--- src/rtl/qos_monitor_consts.svh ---
`ifndef QOS_MONITOR_CONSTS_SVH
`define QOS_MONITOR_CONSTS_SVH

// Register indices; byte address is four times the index
`define QM_IDX_EVSEL    12'hc8d
`define QM_IDX_CTR      12'hc8e
`define QM_IDX_ASSOC    12'hc8f
`define QM_IDX_STATUS   12'hc90
`define QM_IDX_MASK     12'hc91

// Upper 32-bit halves of the 64-bit registers sit this far above
`define QM_HI_OFF       16'h0100

// Field positions
`define QM_EVENT_MSB    7
`define QM_DATA_MSB     61
`define QM_UNAVAIL_BIT  62
`define QM_ERROR_BIT    63

// Interrupt status bits
`define QM_IRQ_BADSEL   0
`define QM_IRQ_UNAVAIL  1
`define QM_IRQ_W        2

// Reset values
`define QM_EVENT_RST    8'h00
`define QM_SEL_ERR_RST  1'h1
`define QM_MASK_RST     2'h0

`endif

--- src/rtl/qos_monitor_pkg.sv ---
package qos_monitor_pkg;

    typedef logic [31:0] word_t;
    typedef logic [15:0] addr_t;
    typedef logic [63:0] ctr_word_t;
    typedef logic [7:0]  event_id_t;

endpackage

--- src/rtl/qos_sel_check.sv ---
`timescale 1ns/1ps
// Decides whether a tag and event pair is one the monitor can report
module qos_sel_check #(
    parameter int unsigned MAX_TAG   = 15,
    parameter int unsigned MAX_EVENT = 1,
    parameter int unsigned TAG_W     = 4
) (
    // Candidate selection
    input  wire qos_monitor_pkg::event_id_t event_id,
    input  wire logic [TAG_W-1:0]           tag,
    // Verdict
    output wire logic                       sel_ok
);
    import qos_monitor_pkg::*;

    wire logic event_ok;
    wire logic tag_ok;

    // Event zero is never a valid event
    assign event_ok = (event_id != 8'h00) && (32'(event_id) <= MAX_EVENT);
    assign tag_ok   = 32'(tag) <= MAX_TAG;
    assign sel_ok   = event_ok && tag_ok;

endmodule // qos_sel_check

--- src/rtl/qos_irq_status.sv ---
`timescale 1ns/1ps
`include "qos_monitor_consts.svh"
// Sticky event bits, cleared by reading them, gated by a mask
module qos_irq_status #(
    parameter int unsigned W = 2
) (
    // Clock and reset
    input  wire logic         pclk,
    input  wire logic         presetn,
    input  wire logic         ce,
    // Events and software access
    input  wire logic [W-1:0] set_evt,
    input  wire logic         rd_clr,
    input  wire logic         mask_wr,
    input  wire logic [W-1:0] mask_wdata,
    // State
    output logic      [W-1:0] status_r,
    output logic      [W-1:0] mask_r,
    output wire logic         irq
);
    import qos_monitor_pkg::*;

    wire logic [W-1:0] status_nxt;

    genvar i;
    generate
        for (i = 0; i < W; i++)
        begin : g_bit
            // Set beats the clear so no event is lost
            assign status_nxt[i] = set_evt[i] | (status_r[i] & ~rd_clr);
        end
    endgenerate

    always_ff @(posedge pclk or negedge presetn)
    begin
        if (!presetn)
        begin
            status_r <= '0;
            mask_r   <= W'(`QM_MASK_RST);
        end
        else if (ce)
        begin
            status_r <= status_nxt;
            if (mask_wr)
                mask_r <= mask_wdata;
        end
    end

    assign irq = |(status_r & mask_r);

endmodule // qos_irq_status

--- src/rtl/qos_resource_monitor_regs.sv ---
// The APB interface to the registers was chosen for this implementation.
`timescale 1ns/1ps
`include "qos_monitor_consts.svh"

// How it works
// - Selector bits 7:0 pick reported event
// - Selector tag field from bit 32 picks owner
// - Counter is read-only, data in bits 61:0
// - Counter bit 62 flags unavailable data
// - Counter bit 63 flags unsupported selection
// - Association tag attributes core activity
// - Selector reads back last written event and tag
// - Association reads back last written tag
module qos_resource_monitor_regs #(
    parameter int unsigned MAX_TAG   = 15,
    parameter int unsigned MAX_EVENT = 1,
    parameter int unsigned TAG_W     = $clog2(MAX_TAG + 1)
) (
    // Clock, reset, enable
    input  wire logic                       pclk,
    input  wire logic                       presetn,
    input  wire logic                       ce,
    // APB slave
    input  wire logic                       psel,
    input  wire logic                       penable,
    input  wire logic                       pwrite,
    input  wire qos_monitor_pkg::addr_t     paddr,
    input  wire qos_monitor_pkg::word_t     pwdata,
    output qos_monitor_pkg::word_t          prdata,
    output wire logic                       pready,
    output wire logic                       pslverr,
    // Monitoring hardware
    output wire logic [TAG_W-1:0]           mon_tag,
    output qos_monitor_pkg::event_id_t      mon_event,
    input  wire logic [`QM_DATA_MSB:0]      mon_data,
    input  wire logic                       mon_avail,
    // Core side
    output wire logic [TAG_W-1:0]           active_tag,
    // Interrupt
    output wire logic                       irq
);
    import qos_monitor_pkg::*;

    // Register state
    event_id_t              sel_event_r;
    logic [TAG_W-1:0]       sel_tag_r;
    logic                   sel_err_r;
    logic [TAG_W-1:0]       assoc_tag_r;
    ctr_word_t              ctr_snap_r;
    word_t                  prdata_r;
    logic                   loaded_r;
    logic                   err_r;
    logic [`QM_IRQ_W-1:0]   status_r;
    logic [`QM_IRQ_W-1:0]   mask_r;

    // Byte addresses
    wire addr_t a_evsel_lo;
    wire addr_t a_ctr_lo;
    wire addr_t a_assoc_lo;
    wire addr_t a_status;
    wire addr_t a_mask;

    assign a_evsel_lo = {2'b00, `QM_IDX_EVSEL, 2'b00};
    assign a_ctr_lo   = {2'b00, `QM_IDX_CTR, 2'b00};
    assign a_assoc_lo = {2'b00, `QM_IDX_ASSOC, 2'b00};
    assign a_status   = {2'b00, `QM_IDX_STATUS, 2'b00};
    assign a_mask     = {2'b00, `QM_IDX_MASK, 2'b00};

    // Address decode
    wire logic hit_evsel_lo;
    wire logic hit_evsel_hi;
    wire logic hit_ctr_lo;
    wire logic hit_ctr_hi;
    wire logic hit_assoc_lo;
    wire logic hit_assoc_hi;
    wire logic hit_status;
    wire logic hit_mask;
    wire logic hit_any;

    assign hit_evsel_lo = paddr == a_evsel_lo;
    assign hit_evsel_hi = paddr == 16'(a_evsel_lo + `QM_HI_OFF);
    assign hit_ctr_lo   = paddr == a_ctr_lo;
    assign hit_ctr_hi   = paddr == 16'(a_ctr_lo + `QM_HI_OFF);
    assign hit_assoc_lo = paddr == a_assoc_lo;
    assign hit_assoc_hi = paddr == 16'(a_assoc_lo + `QM_HI_OFF);
    assign hit_status   = paddr == a_status;
    assign hit_mask     = paddr == a_mask;
    assign hit_any      = hit_evsel_lo | hit_evsel_hi | hit_ctr_lo
                        | hit_ctr_hi | hit_assoc_lo | hit_assoc_hi
                        | hit_status | hit_mask;

    // Transfer phases: the setup cycle loads read data, so the access
    // phase completes at once while ce is high; ce low adds wait states
    wire logic load;
    wire logic wr_now;

    assign load    = ce & psel & ~loaded_r;
    assign pready  = ce & psel & penable & loaded_r;
    assign pslverr = pready & err_r;
    assign wr_now  = pready & pwrite & ~err_r;
    assign prdata  = prdata_r;

    // Writes
    wire logic wr_evsel_lo;
    wire logic wr_evsel_hi;
    wire logic wr_assoc_lo;
    wire logic wr_mask;
    wire logic wr_sel;

    assign wr_evsel_lo = wr_now & hit_evsel_lo;
    assign wr_evsel_hi = wr_now & hit_evsel_hi;
    assign wr_assoc_lo = wr_now & hit_assoc_lo;
    assign wr_mask     = wr_now & hit_mask;
    assign wr_sel      = wr_evsel_lo | wr_evsel_hi;

    // Candidate selection after a write; reserved bits dropped
    wire event_id_t        event_nxt;
    wire logic [TAG_W-1:0] tag_nxt;
    wire logic             nxt_ok;

    assign event_nxt = wr_evsel_lo ? pwdata[`QM_EVENT_MSB:0]
                                   : sel_event_r;
    assign tag_nxt   = wr_evsel_hi ? pwdata[TAG_W-1:0]
                                   : sel_tag_r;

    qos_sel_check #(
        .MAX_TAG   (MAX_TAG),
        .MAX_EVENT (MAX_EVENT),
        .TAG_W     (TAG_W)
    ) i_qos_sel_check (
        .event_id (event_nxt),
        .tag      (tag_nxt),
        .sel_ok   (nxt_ok)
    );

    // Live counter word; data forced to zero on a bad selection
    wire ctr_word_t            ctr_live;
    wire logic [`QM_DATA_MSB:0] data_sel;

    assign data_sel = sel_err_r ? '0 : mon_data;
    assign ctr_live = {sel_err_r, ~mon_avail, data_sel};

    // Read data selection
    wire word_t rdata_mux;
    wire word_t tag_word;
    wire word_t assoc_word;

    assign tag_word   = {{(32-TAG_W){1'b0}}, sel_tag_r};
    assign assoc_word = {{(32-TAG_W){1'b0}}, assoc_tag_r};
    assign rdata_mux  =
        hit_evsel_lo ? {24'h00_0000, sel_event_r} :
        hit_evsel_hi ? tag_word :
        hit_ctr_lo   ? ctr_live[31:0] :
        hit_ctr_hi   ? ctr_snap_r[63:32] :
        hit_assoc_lo ? assoc_word :
        hit_status   ? {30'h0000_0000, status_r} :
        hit_mask     ? {30'h0000_0000, mask_r} :
                       32'h0000_0000;

    // Unmapped addresses and writes to the counter are refused
    wire logic bad_access;

    assign bad_access = ~hit_any | (pwrite & (hit_ctr_lo | hit_ctr_hi));

    // Interrupt events
    wire logic [`QM_IRQ_W-1:0] set_evt;
    wire logic                 rd_status;

    assign set_evt[`QM_IRQ_BADSEL]  = wr_sel & ~nxt_ok;
    assign set_evt[`QM_IRQ_UNAVAIL] = load & ~pwrite & hit_ctr_lo
                                    & ~mon_avail;
    assign rd_status = load & ~pwrite & hit_status;

    qos_irq_status #(
        .W (`QM_IRQ_W)
    ) i_qos_irq_status (
        .pclk       (pclk),
        .presetn    (presetn),
        .ce         (ce),
        .set_evt    (set_evt),
        .rd_clr     (rd_status),
        .mask_wr    (wr_mask),
        .mask_wdata (pwdata[`QM_IRQ_W-1:0]),
        .status_r   (status_r),
        .mask_r     (mask_r),
        .irq        (irq)
    );

    // Bus phase state
    always_ff @(posedge pclk or negedge presetn)
    begin
        if (!presetn)
        begin
            loaded_r <= 1'b0;
            err_r    <= 1'b0;
            prdata_r <= 32'h0000_0000;
        end
        else if (load)
        begin
            loaded_r <= 1'b1;
            err_r    <= bad_access;
            prdata_r <= pwrite ? 32'h0000_0000 : rdata_mux;
        end
        else if (pready)
        begin
            loaded_r <= 1'b0;
        end
    end

    // Low word read freezes the whole counter so the high half matches
    always_ff @(posedge pclk or negedge presetn)
    begin
        if (!presetn)
            ctr_snap_r <= '0;
        else if (load && !pwrite && hit_ctr_lo)
            ctr_snap_r <= ctr_live;
    end

    // Selection
    always_ff @(posedge pclk or negedge presetn)
    begin
        if (!presetn)
        begin
            sel_event_r <= `QM_EVENT_RST;
            sel_tag_r   <= '0;
            sel_err_r   <= `QM_SEL_ERR_RST;
        end
        else if (wr_sel)
        begin
            sel_event_r <= event_nxt;
            sel_tag_r   <= tag_nxt;
            sel_err_r   <= ~nxt_ok;
        end
    end

    // Association of running work with a tag
    always_ff @(posedge pclk or negedge presetn)
    begin
        if (!presetn)
            assoc_tag_r <= '0;
        else if (wr_assoc_lo)
            assoc_tag_r <= pwdata[TAG_W-1:0];
    end

    assign mon_tag    = sel_tag_r;
    assign mon_event  = sel_event_r;
    assign active_tag = assoc_tag_r;
endmodule // qos_resource_monitor_regs

--- config.mk ---
export PLATFORM = sky130hd
export DESIGN_NAME = qos_resource_monitor_regs
export DESIGN_NICKNAME = d
export VERILOG_FILES = /design/src/rtl/qos_monitor_pkg.sv /design/src/rtl/qos_sel_check.sv /design/src/rtl/qos_irq_status.sv /design/src/rtl/qos_resource_monitor_regs.sv
export VERILOG_INCLUDE_DIRS = /design/src /design/src/rtl
export SDC_FILE = /design/constraint.sdc
export NUM_CORES = 1
export LEC_CHECK = 0
export BUFFER_PORTS_ARGS = -buffer_cell sky130_fd_sc_hd__buf_2
export CORE_ASPECT_RATIO = 1.25
export CORE_MARGIN = 2
export CORE_UTILIZATION = 35
export DETAILED_ROUTE_END_ITERATION = 10
export GPL_ROUTABILITY_DRIVEN = 0
export HOLD_SLACK_MARGIN = 0.02
export PLACE_DENSITY = 0.62
export SLEW_MARGIN = 25
export SYNTH_ARGS = -nofsm -noshare
export SYNTH_HDL_FRONTEND = slang
export SYNTH_SLANG_ARGS = --single-unit
--- constraint.sdc ---
create_clock -name pclk -period 1.35 [get_ports pclk]
set_input_delay 0.27 -clock pclk [delete_from_list [all_inputs] [get_ports pclk]]
set_output_delay 0.27 -clock pclk [all_outputs]
set_load 0.01 [all_outputs]
==> reports/metrics.yaml, run 1 <==
fin_nets: 770
setup_viol: 86
antenna_found_initial: 0
end_kind: "output pin"
yosys.area.top_type: "dfrtp_1"
worst_pin_slew_ns: 0.302
place_area_um2: 5500
drive_gt1_frac: 0.532
synth_area_leaders: "dfrtp_1 (51%), nand2_1 (9.3%), o21ai_1 (5.0%)"
ys_warn_count: 0
clk_path_buf_depth: 2
fin_skew_ns: 0.00749
path_max_fanout: 3
hold_end: "ctr_snap_r[62]"
maxSlewHeadroom: 0.798
maxCapViolations: 0
ys_async_sr_fraction: 1.00
yosysSeqAreaShare: 0.515
worstSkewPairLatency_ns: 0.34
drt_iter0_drc: 156
cts_tree: "yes"
start_util: 0.361
yosysTopAreaCellShare: 0.509
hpwl_um: 9350
ctsHtreeMaxLevel: 3
min_from: "mon_avail"
synth_cells: 445
via_per_inst: 5.16
p_leak_nw: 3.35
io_pins: 168
worstReg2RegStart: "loaded_r"
hold_ws_ns: 0.122
setup_ws_ns: -0.200
num_rows: 44
period_needed_ns: 1.55
syn_area_per_cell_um2: 9.51
die_h_um: 127
grt_usage: 0.211
hold_violations: 0
power_density_nw_per_um2: 875
irDropWorstVdd_mv: 0.538
coreArea_um2: 11700
crit_arrival_ns: 1.28
die_x_um: 102
hold_depth: 2
drc: 0
final_core_util: 0.579
syn-num-nets: 562
slew_viol_final: 0
failed_checks: "negative setup slack"
ant_nets: 0
synth_edf_count: 0
gr-total-overflow: 0
vias: 4229
cts.sinks: 87
critPathKind: "reg2out"
dieArea_um2: 13000
ff2ff_setup_slack_ns: -0.17
diodes: 0
finalCritPeriodShare: 1.15
synth_ff_type: "dfrtp_1"
final_area_um2: 6790
fmax_mhz: 645
crit_required_ns: 1.08
wl_per_cell_um: 16.9
postSynthRegisterBits: 87
ys_types: 39
hold_path.class: "in2reg"
portBuffers: 143
cts.reportedPaths.clkPinSlew_ns: 0.06
netlist_area_um2: 4230
reg2reg_to: "ctr_snap_r[48]"
drt-total-wl_um: 13900
grt_pass1_vias: 4288
critPathLaunchType: "flop"
area_growth_pct: 60.6
rsz0062_at_grt: "true"
numCtsBuffers: 9
dr.pass1.iters: 4
root_buffer: "clkbuf_16"
status: "finished, violations left"
reg2regPathDepth: 7
grt_max_degree: 55
grt_pass1_wl_um: 21300
power breakdown:
group | switching (W) | leakage, nW | total, W | internal (W)
clock network | 0.00108 | 0.151 | 0.00275 | 0.00168
logic | 0.000291 | 1.99 | 0.000558 | 0.000267
registers | 0.0000100 | 1.21 | 0.00263 | 0.00262
total | 0.00138 | 3.35 | 0.00594 | 0.00457
cells in the mapped netlist (all sizes together) (2+ instances only):
cell,instances
nand2,105
dfrtp,86
o21ai,71
a21boi,25
a31oi,25
clkbuf,19
mux2,18
buf,10
nor2,10
a21oi,8
a22oi,8
nand2b,6
nand4,5
nor2b,5
nor4,5
o22ai,5
a21o,4
nor3,4
nor4b,4
and2,3
and4,2
and4bb,2
inv,2
nand3b,2
nor3b,2
o211ai,2
state kept, by name, indices dropped and copies added, names as in the netlist:
| signal | flops |
|---|---|
| i_qos_irq_status.status_r | 2 |
| mon_event | 8 |
| i_qos_irq_status.mask_r | 2 |
| ctr_snap_r | 32 |
| mon_tag | 4 |
| sel_err_r | 1 |
| prdata | 32 |
| loaded_r | 1 |
| active_tag | 4 |
| err_r | 1 |
through the flow:
step                power [W]  instances  setup TNS [ns]  worst slack (ns)
floorplan             0.00281        445          -18.89            -0.261
global placement      0.00313        771          -34.37            -0.458
detailed placement    0.00314        771          -36.77            -0.563
CTS                   0.00594        809           -9.93            -0.193
global route          0.00612        819          -14.76            -0.241
finish                0.00594        819           -9.60            -0.200
cells in the final DEF (no fill, tap or decap), types with 3 or more instances in the layout:
master and instances:
a21boi_0 10, a21boi_1 12, a21boi_2 3, a21o_1 4, a21oi_1 6, a22oi_1 7, a31oi_1 13, a31oi_4 10
buf_12 11, buf_2 135, buf_4 48, buf_6 22, buf_8 6, clkbuf_16 11, clkinvlp_4 3, dfrtp_1 86
mux2_2 14, mux2_4 4, nand2_1 86, nand2_2 18, nand2b_1 5, nand4_1 4, nor2_1 8, nor2b_1 4
nor3_4 3, nor4_1 3, o21ai_1 42, o21ai_2 27, o22ai_1 4
per-layer routing:
metal	up-vias	global-route usage	routed length, µm
met1	2071	0.268	5910
met3	27	0.0375	594
met2	116	0.354	7020
met5	-	0	0
li1	2015	-	-
met4	0	0.0816	333
critical path, cell delays in order, from the launching register on:
cell and delay, ns:
dfrtp_1 0.36, and4_4 0.26, buf_6 0.10, and2_4 0.13, buf_6 0.09
how the worst max path moves through the flow:
stage	startpoint	end	slack [ns]	cells past startpoint
after floorplan	paddr[15]	mon_event[0]	-0.26	4
after global placement	paddr[15]	prdata[28]	-0.46	6
after detailed placement	paddr[15]	prdata[14]	-0.56	6
after CTS	loaded_r	pslverr	-0.19	4
after global routing	loaded_r	ctr_snap_r[34]	-0.24	7
final	loaded_r	pslverr	-0.20	4
cell families (layout without fill, tap and decap cells):
group,Yosys count,count (layout),share of synthesized area
multiplexers,18,18,0.0479
flip-flops,87,87,0.515
buffers and inverters,31,244,0.0305
AO/OA/AOI/OAI,150,150,0.211
AND/OR/NAND/NOR,159,159,0.196
area by class of cell:
cell class | instances | area [µm²]
sequential | 87 | 2180
clock inverter | 6 | 91.3
inverter | 2 | 7.51
multi-input combinational | 327 | 2390
timing repair buffer | 226 | 1680
clock buffer | 10 | 239
tap | 161 | 201
fill | 1007 | 4930
repair_timing:
item	in CTS	in global routing
hold buffers	1	0
gates cloned	7	2
endpoints found under the hold margin	86	0
buffers inserted	17	17
resized for setup	102	93
pin swaps	37	23
endpoints found under the setup margin	88	88
Power figures use the tool's default switching activity.
==> run 2, diff against run 1 <==
- CELL_PAD_IN_SITES_DETAIL_PLACEMENT: unset -> 2
- CELL_PAD_IN_SITES_GLOBAL_PLACEMENT: unset -> 2
- CORE_MARGIN: 2 -> 1
- CORE_UTILIZATION: 35 -> 25
- PLACE_DENSITY: 0.62 -> 0.74
==> run 2 against run 1 <==
  * The flow still finishes with violations (negative setup slack)
  * Critical path depth up 1
  * Largest power group is now sequential cells
  * Routed wire length grew 40%
  * Critical path type is now reg2reg
  * Sequential share of layout area decreased by 0.19 points
  * Clock-buffer cell count up 1
  * Final area grew 0.61%
==> reports/metrics.yaml, run 2 (synthesis gave the netlist of run 1 again) <==
status: "finished, violations left"
failed_checks: "negative setup slack"
grt_pass1_wl_um: 29500  # +39%
ant_nets: 0  # unchanged
vias: 4419  # +4.5%
hpwl_um: 13000  # +39%
grt_usage: 0.224  # +0.0134
diodes: 0  # unchanged
die_x_um: 118  # +16%
drt-total-wl_um: 19400  # +40%
fmax_mhz: 609  # -5.6%
dr.pass1.iters: 4  # unchanged
cts_tree: "yes"
root_buffer: "clkbuf_16"
worst_pin_slew_ns: 0.379  # +0.0772 ns
area_growth_pct: 61.5
dieArea_um2: 17400  # +34%
power_w: 0.00566  # -4.9%
worstSkewPairLatency_ns: 0.35  # about the same
power_density_nw_per_um2: 828  # -5.4%
reg2regPathDepth: 5  # -2
hold_path.class: "in2reg"
start_util: 0.258  # -0.103
cpMostUsedCell: "nand2_1"
final_common_cell: "buf_2"
dp_cells: 840  # +8.9%
num_rows: 52  # +18%
crit_required_ns: 1.59  # +0.51 ns
portBuffers: 143  # unchanged
maxSlewHeadroom: 0.744  # -0.0542
drc: 0  # unchanged
io_pins: 168  # unchanged
grt_pass1_vias: 5137  # +20%
setup_ws_ns: -0.292  # -0.0917 ns
cts.reportedPaths.clkPinSlew_ns: 0.07  # about the same
wl_per_cell_um: 22.1  # +30%
hold_ws_ns: 0.108  # -0.0140 ns
clk_path_buf_depth: 2  # unchanged
ctsHtreeMaxLevel: 3  # unchanged
critPathSlowestCell: "or4_4"
p_leak_nw: 3.36  # +0.40%
maxCapViolations: 0  # unchanged
setup_viol: 88  # +2.3%
fin_nets: 777  # +0.91%
period_needed_ns: 1.64  # +0.0917 ns
drt_iter0_drc: 127  # -19%
fin_cells: 881  # +7.6%
crit_arrival_ns: 1.88  # +0.60 ns
gr-total-overflow: 0  # unchanged
coreArea_um2: 16400  # +40%
end_kind: "flop"
die_h_um: 147  # +16%
drive_gt1_frac: 0.499  # -0.0327
critPathKind: "reg2reg"
irDropWorstVdd_mv: 0.564  # +4.8%
path_cells: "nand3b_1 > buf_6 > or4_4 > nand2_1 > nand2_1"
grt_max_degree: 52  # -5.5%
slowest_delay_ns: 0.48  # +0.12 ns
numCtsBuffers: 9  # unchanged
tns_ns: -17.24  # -7.64 ns
finalCritPeriodShare: 1.22  # +0.0679
slew_viol_final: 0  # unchanged
cts.sinks: 87  # unchanged
antenna_found_initial: 0  # unchanged
rsz0062_at_grt: "true"
fin_skew_ns: 0.00592  # -0.00158 ns
final_cell_mix: "buf_2 (132), nand2_1 (100), dfrtp_1 (86), buf_4 (56), o21ai_1 (40)"
hold_violations: 0  # unchanged
path_max_fanout: 3  # unchanged
critPathLaunchType: "flop"
hold_depth: 2  # unchanged
place_ws_ns: -0.531  # +0.0319 ns
via_per_inst: 5.02  # -2.9%
[run 2: changes by cell type in the layout (fill, tap and decap cells not counted), moves of 8 or more]
cell | before | now
nand2_2 | 18 | 2
a21boi_0 | 10 | 24
nand2_1 | 86 | 100
a21boi_1 | 12 | 1
buf_4 | 48 | 56
mux2_2 | 14 | 6
mux2_4 | 4 | 12
[run 2: path summary, 6_finish.rpt]
check / from / end / slack, ns
max in group asynchronous: presetn / sel_err_r / 0.41
min in group asynchronous: presetn / mon_event[6] / 0.38
setup / recovery: loaded_r / i_qos_irq_status.status_r[0] / -0.29
hold / removal: mon_avail / i_qos_irq_status.status_r[1] / 0.11
hold reg to reg: prdata[9] / prdata[9] / 0.47
setup reg to reg: loaded_r / i_qos_irq_status.status_r[0] / -0.29
[run 2: worst max-delay path, delay by kind of cell (launching register included)]
kind	cells	cell delay, ns
buffers and inverters	1	0.21
DFF	1	0.39
and+or+nand+nor	4	0.93
[run 2: layout make-up]
| type | instances | area, µm² |
|---|---|---|
| clock buffer | 11 | 253 |
| inverter | 2 | 10.0 |
| clock inverter | 5 | 32.5 |
| timing repair buffer | 233 | 1770 |
| multi-input combinational | 327 | 2320 |
| tap | 216 | 270 |
| fill | 1773 | 9560 |
| sequential | 87 | 2180 |
[run 2: what timing repair did]
action	4_1_cts	5_1_grt
hold buffers	1	0
resized for setup	90	47
setup endpoints to repair	88	89
cloned	5	4
buffers inserted	12	5
hold endpoints to repair	18	0
pin swaps	19	25
[run 2: stage by stage]
stage          utilization  area [µm²]
2_1_floorplan            -        4280
3_3_place_gp         0.350        5730
3_5_place_dp         0.350        5730
4_1_cts              0.400        6550
5_1_grt              0.417        6830
6_report             0.417        6830
[run 2: routing by layer]
metal | track usage | vias up | wire length [µm]
li1 | - | 2028 | -
met1 | 0.245 | 2220 | 7290
met2 | 0.427 | 133 | 10900
met3 | 0.0343 | 38 | 698
met4 | 0.0923 | 0 | 581
met5 | 0 | - | 0
[run 2: where the power goes]
group	switching [W]	internal, W
registers	0.0000150	0.00262
logic	0.000312	0.000263
clock network	0.00110	0.00135
total	0.00143	0.00423
==> run 3, diff against run 2 <==
==> constraint.sdc (replaced) <==
create_clock -name pclk -period 1.35 [get_ports pclk]
set_input_delay 0 -clock pclk [delete_from_list [all_inputs] [get_ports pclk]]
set_output_delay 0 -clock pclk [all_outputs]
set_load 0.01 [all_outputs]
==> run 3 against run 2 <==
  * The run still ends with negative setup slack left
  * Final area increased by 2.3%
  * Critical endpoint is now prdata[7]
  * Register-to-register slack about the same
  * Global-route usage decreased by 0.23 points
==> reports/metrics.yaml, run 3 (synthesis gave the netlist of run 1 again) <==
status: "finished, violations left"
failed_checks: "negative setup slack"
setup_viol: 86  # -2.3%
ctsHtreeMaxLevel: 3  # unchanged
crit_required_ns: 1.62  # +0.03 ns
irDropWorstVdd_mv: 0.437  # -23%
wl_met1_um: 7370  # +1.1%
finalCritPeriodShare: 1.22  # +0.00597
cts.reportedPaths.clkPinSlew_ns: 0.06  # about the same
dr.pass1.iters: 4  # unchanged
maxSlewHeadroom: 0.659  # -0.0852
vias: 4554  # +3.1%
wl_per_cell_um: 21.1  # -4.3%
worstReg2RegStart: "loaded_r"
fin_nets: 814  # +4.8%
fmax_mhz: 606  # -0.49%
grt_usage: 0.222  # -0.00233
hpwl_um: 11800  # -9.5%
final_common_cell: "buf_2"
drc: 0  # unchanged
dieArea_um2: 17400  # unchanged
drt-total-wl_um: 19400  # -0.19%
final_cell_mix: "buf_2 (141), nand2_1 (104), dfrtp_1 (86), dlygate4sd3_1 (63), buf_4 (44)"
path_max_fanout: 7  # +4
num_rows: 52  # unchanged
start_util: 0.258  # unchanged
clk_path_buf_depth: 2  # unchanged
hold_ws_ns: 0.0212  # -0.0864 ns
antenna_found_initial: 1  # +1
hold_path.class: "in2reg"
period_needed_ns: 1.65  # +0.00805 ns
place_area_um2: 5610  # -2.1%
hold_violations: 0  # unchanged
dr_wl_met2_um: 10900  # unchanged
die_h_um: 147  # unchanged
grt_pass1_vias: 5274  # +2.7%
io_pins: 168  # unchanged
grt_pass1_wl_um: 29500  # about the same
critPathLaunch: "loaded_r"
end_kind: "flop"
drt_iter0_drc: 145  # +14%
place_ws_ns: -0.307  # +0.224 ns
critPathLaunchType: "flop"
drive_gt1_frac: 0.412  # -0.0876
crit_arrival_ns: 1.92  # +0.04 ns
die_x_um: 118  # unchanged
portBuffers: 143  # unchanged
numCtsBuffers: 9  # unchanged
worst_pin_slew_ns: 0.512  # +0.133 ns
final_area_um2: 6990  # +2.3%
coreArea_um2: 16400  # unchanged
power_density_nw_per_um2: 866  # +4.6%
grt_max_degree: 88  # +69%
rsz0062_at_grt: "true"
highest-signal-layer: "met4"
slew_viol_final: 0  # unchanged
maxCapViolations: 0  # unchanged
dp_cells: 824  # -1.9%
min_from: "mon_data[8]"
ant_nets: 0  # unchanged
setup_ws_ns: -0.300  # -0.00805 ns
via_per_inst: 4.96  # -1.2%
fin_skew_ns: 0.0103  # +0.00443 ns
cts.sinks: 87  # unchanged
dr_wl_met3_um: 533  # -24%
root_buffer: "clkbuf_16"
area_growth_pct: 65.2
p_leak_nw: 3.42  # +1.6%
gr-total-overflow: 0  # unchanged
fin_cells: 919  # +4.3%
worstSkewPairLatency_ns: 0.34  # about the same
critPathKind: "reg2reg"
cts_tree: "yes"
[run 3: changes by cell type in the layout (fill, tap and decap cells not counted), moves of 3 or more]
cell           before  now
a31oi_1            18   25
a31oi_4             7    0
buf_16              3    0
buf_2             132  141
buf_4              56   44
buf_6              27    7
dlygate4sd3_1       1   63
nand2_1           100  104
o21ai_2            26   23
[run 3: report_power, final]
group	total, W	internal (W)	switching, W
clock network	0.00274	0.00172	0.00102
registers	0.00263	0.00262	0.00000967
logic	0.000673	0.000349	0.000324
[run 3: cell type report]
cell class	count	area, µm²
fillers	1794	9410
flip-flops and latches	87	2180
multi-input cells	327	2170
repair buffers	270	2030
well taps	216	270
clock buffers	13	260
clock inverters	3	65.1
inverters	2	7.51
diodes	1	2.50
[run 3: critical path, stage by stage, from the launching register on]
cell	delay [ns]
dfrtp_1	0.37
nand3b_1	0.32
nor2_4	0.23
nand3b_1	0.12
buf_6	0.16
buf_8	0.13
o21ai_2	0.12
a21o_1	0.13
[run 3: metal layers]
metal  up-vias  track usage
met5         -            0
met3        40       0.0247
met2       117        0.433
met4         0       0.0994
met1      2311        0.237
li1       2086            -
[run 3: path summary, 6_finish.rpt]
path                                       end  slack (ns)  cells after the start
worst max-delay path                 prdata[7]       -0.30                      7
worst min-delay path                 prdata[8]        0.02                      3
worst max register to register       prdata[7]       -0.30                      7
worst min register to register      prdata[24]        0.47                      2
max in group asynchronous       ctr_snap_r[51]        0.70                      3
min in group asynchronous         mon_event[5]        0.23                      3
[run 3: through the flow]
stage	setup TNS, ns	total power, W	utilization
2_1_floorplan	-1.79	0.00281	-
3_3_place_gp	-11.89	0.00314	0.342
3_5_place_dp	-17.06	0.00316	0.342
4_1_cts	-12.99	0.00606	0.409
5_1_grt	-23.04	0.00622	0.426
6_report	-17.47	0.00605	0.426
[run 3: repair_timing]
| action | CTS | global route |
|---|---|---|
| gates resized for setup | 30 | 45 |
| hold buffers | 64 | 0 |
| gates cloned | 0 | 2 |
| hold endpoints to repair | 159 | 0 |
| buffers inserted | 4 | 8 |
| endpoints found under the setup margin | 85 | 87 |
| pin swaps | 10 | 9 |
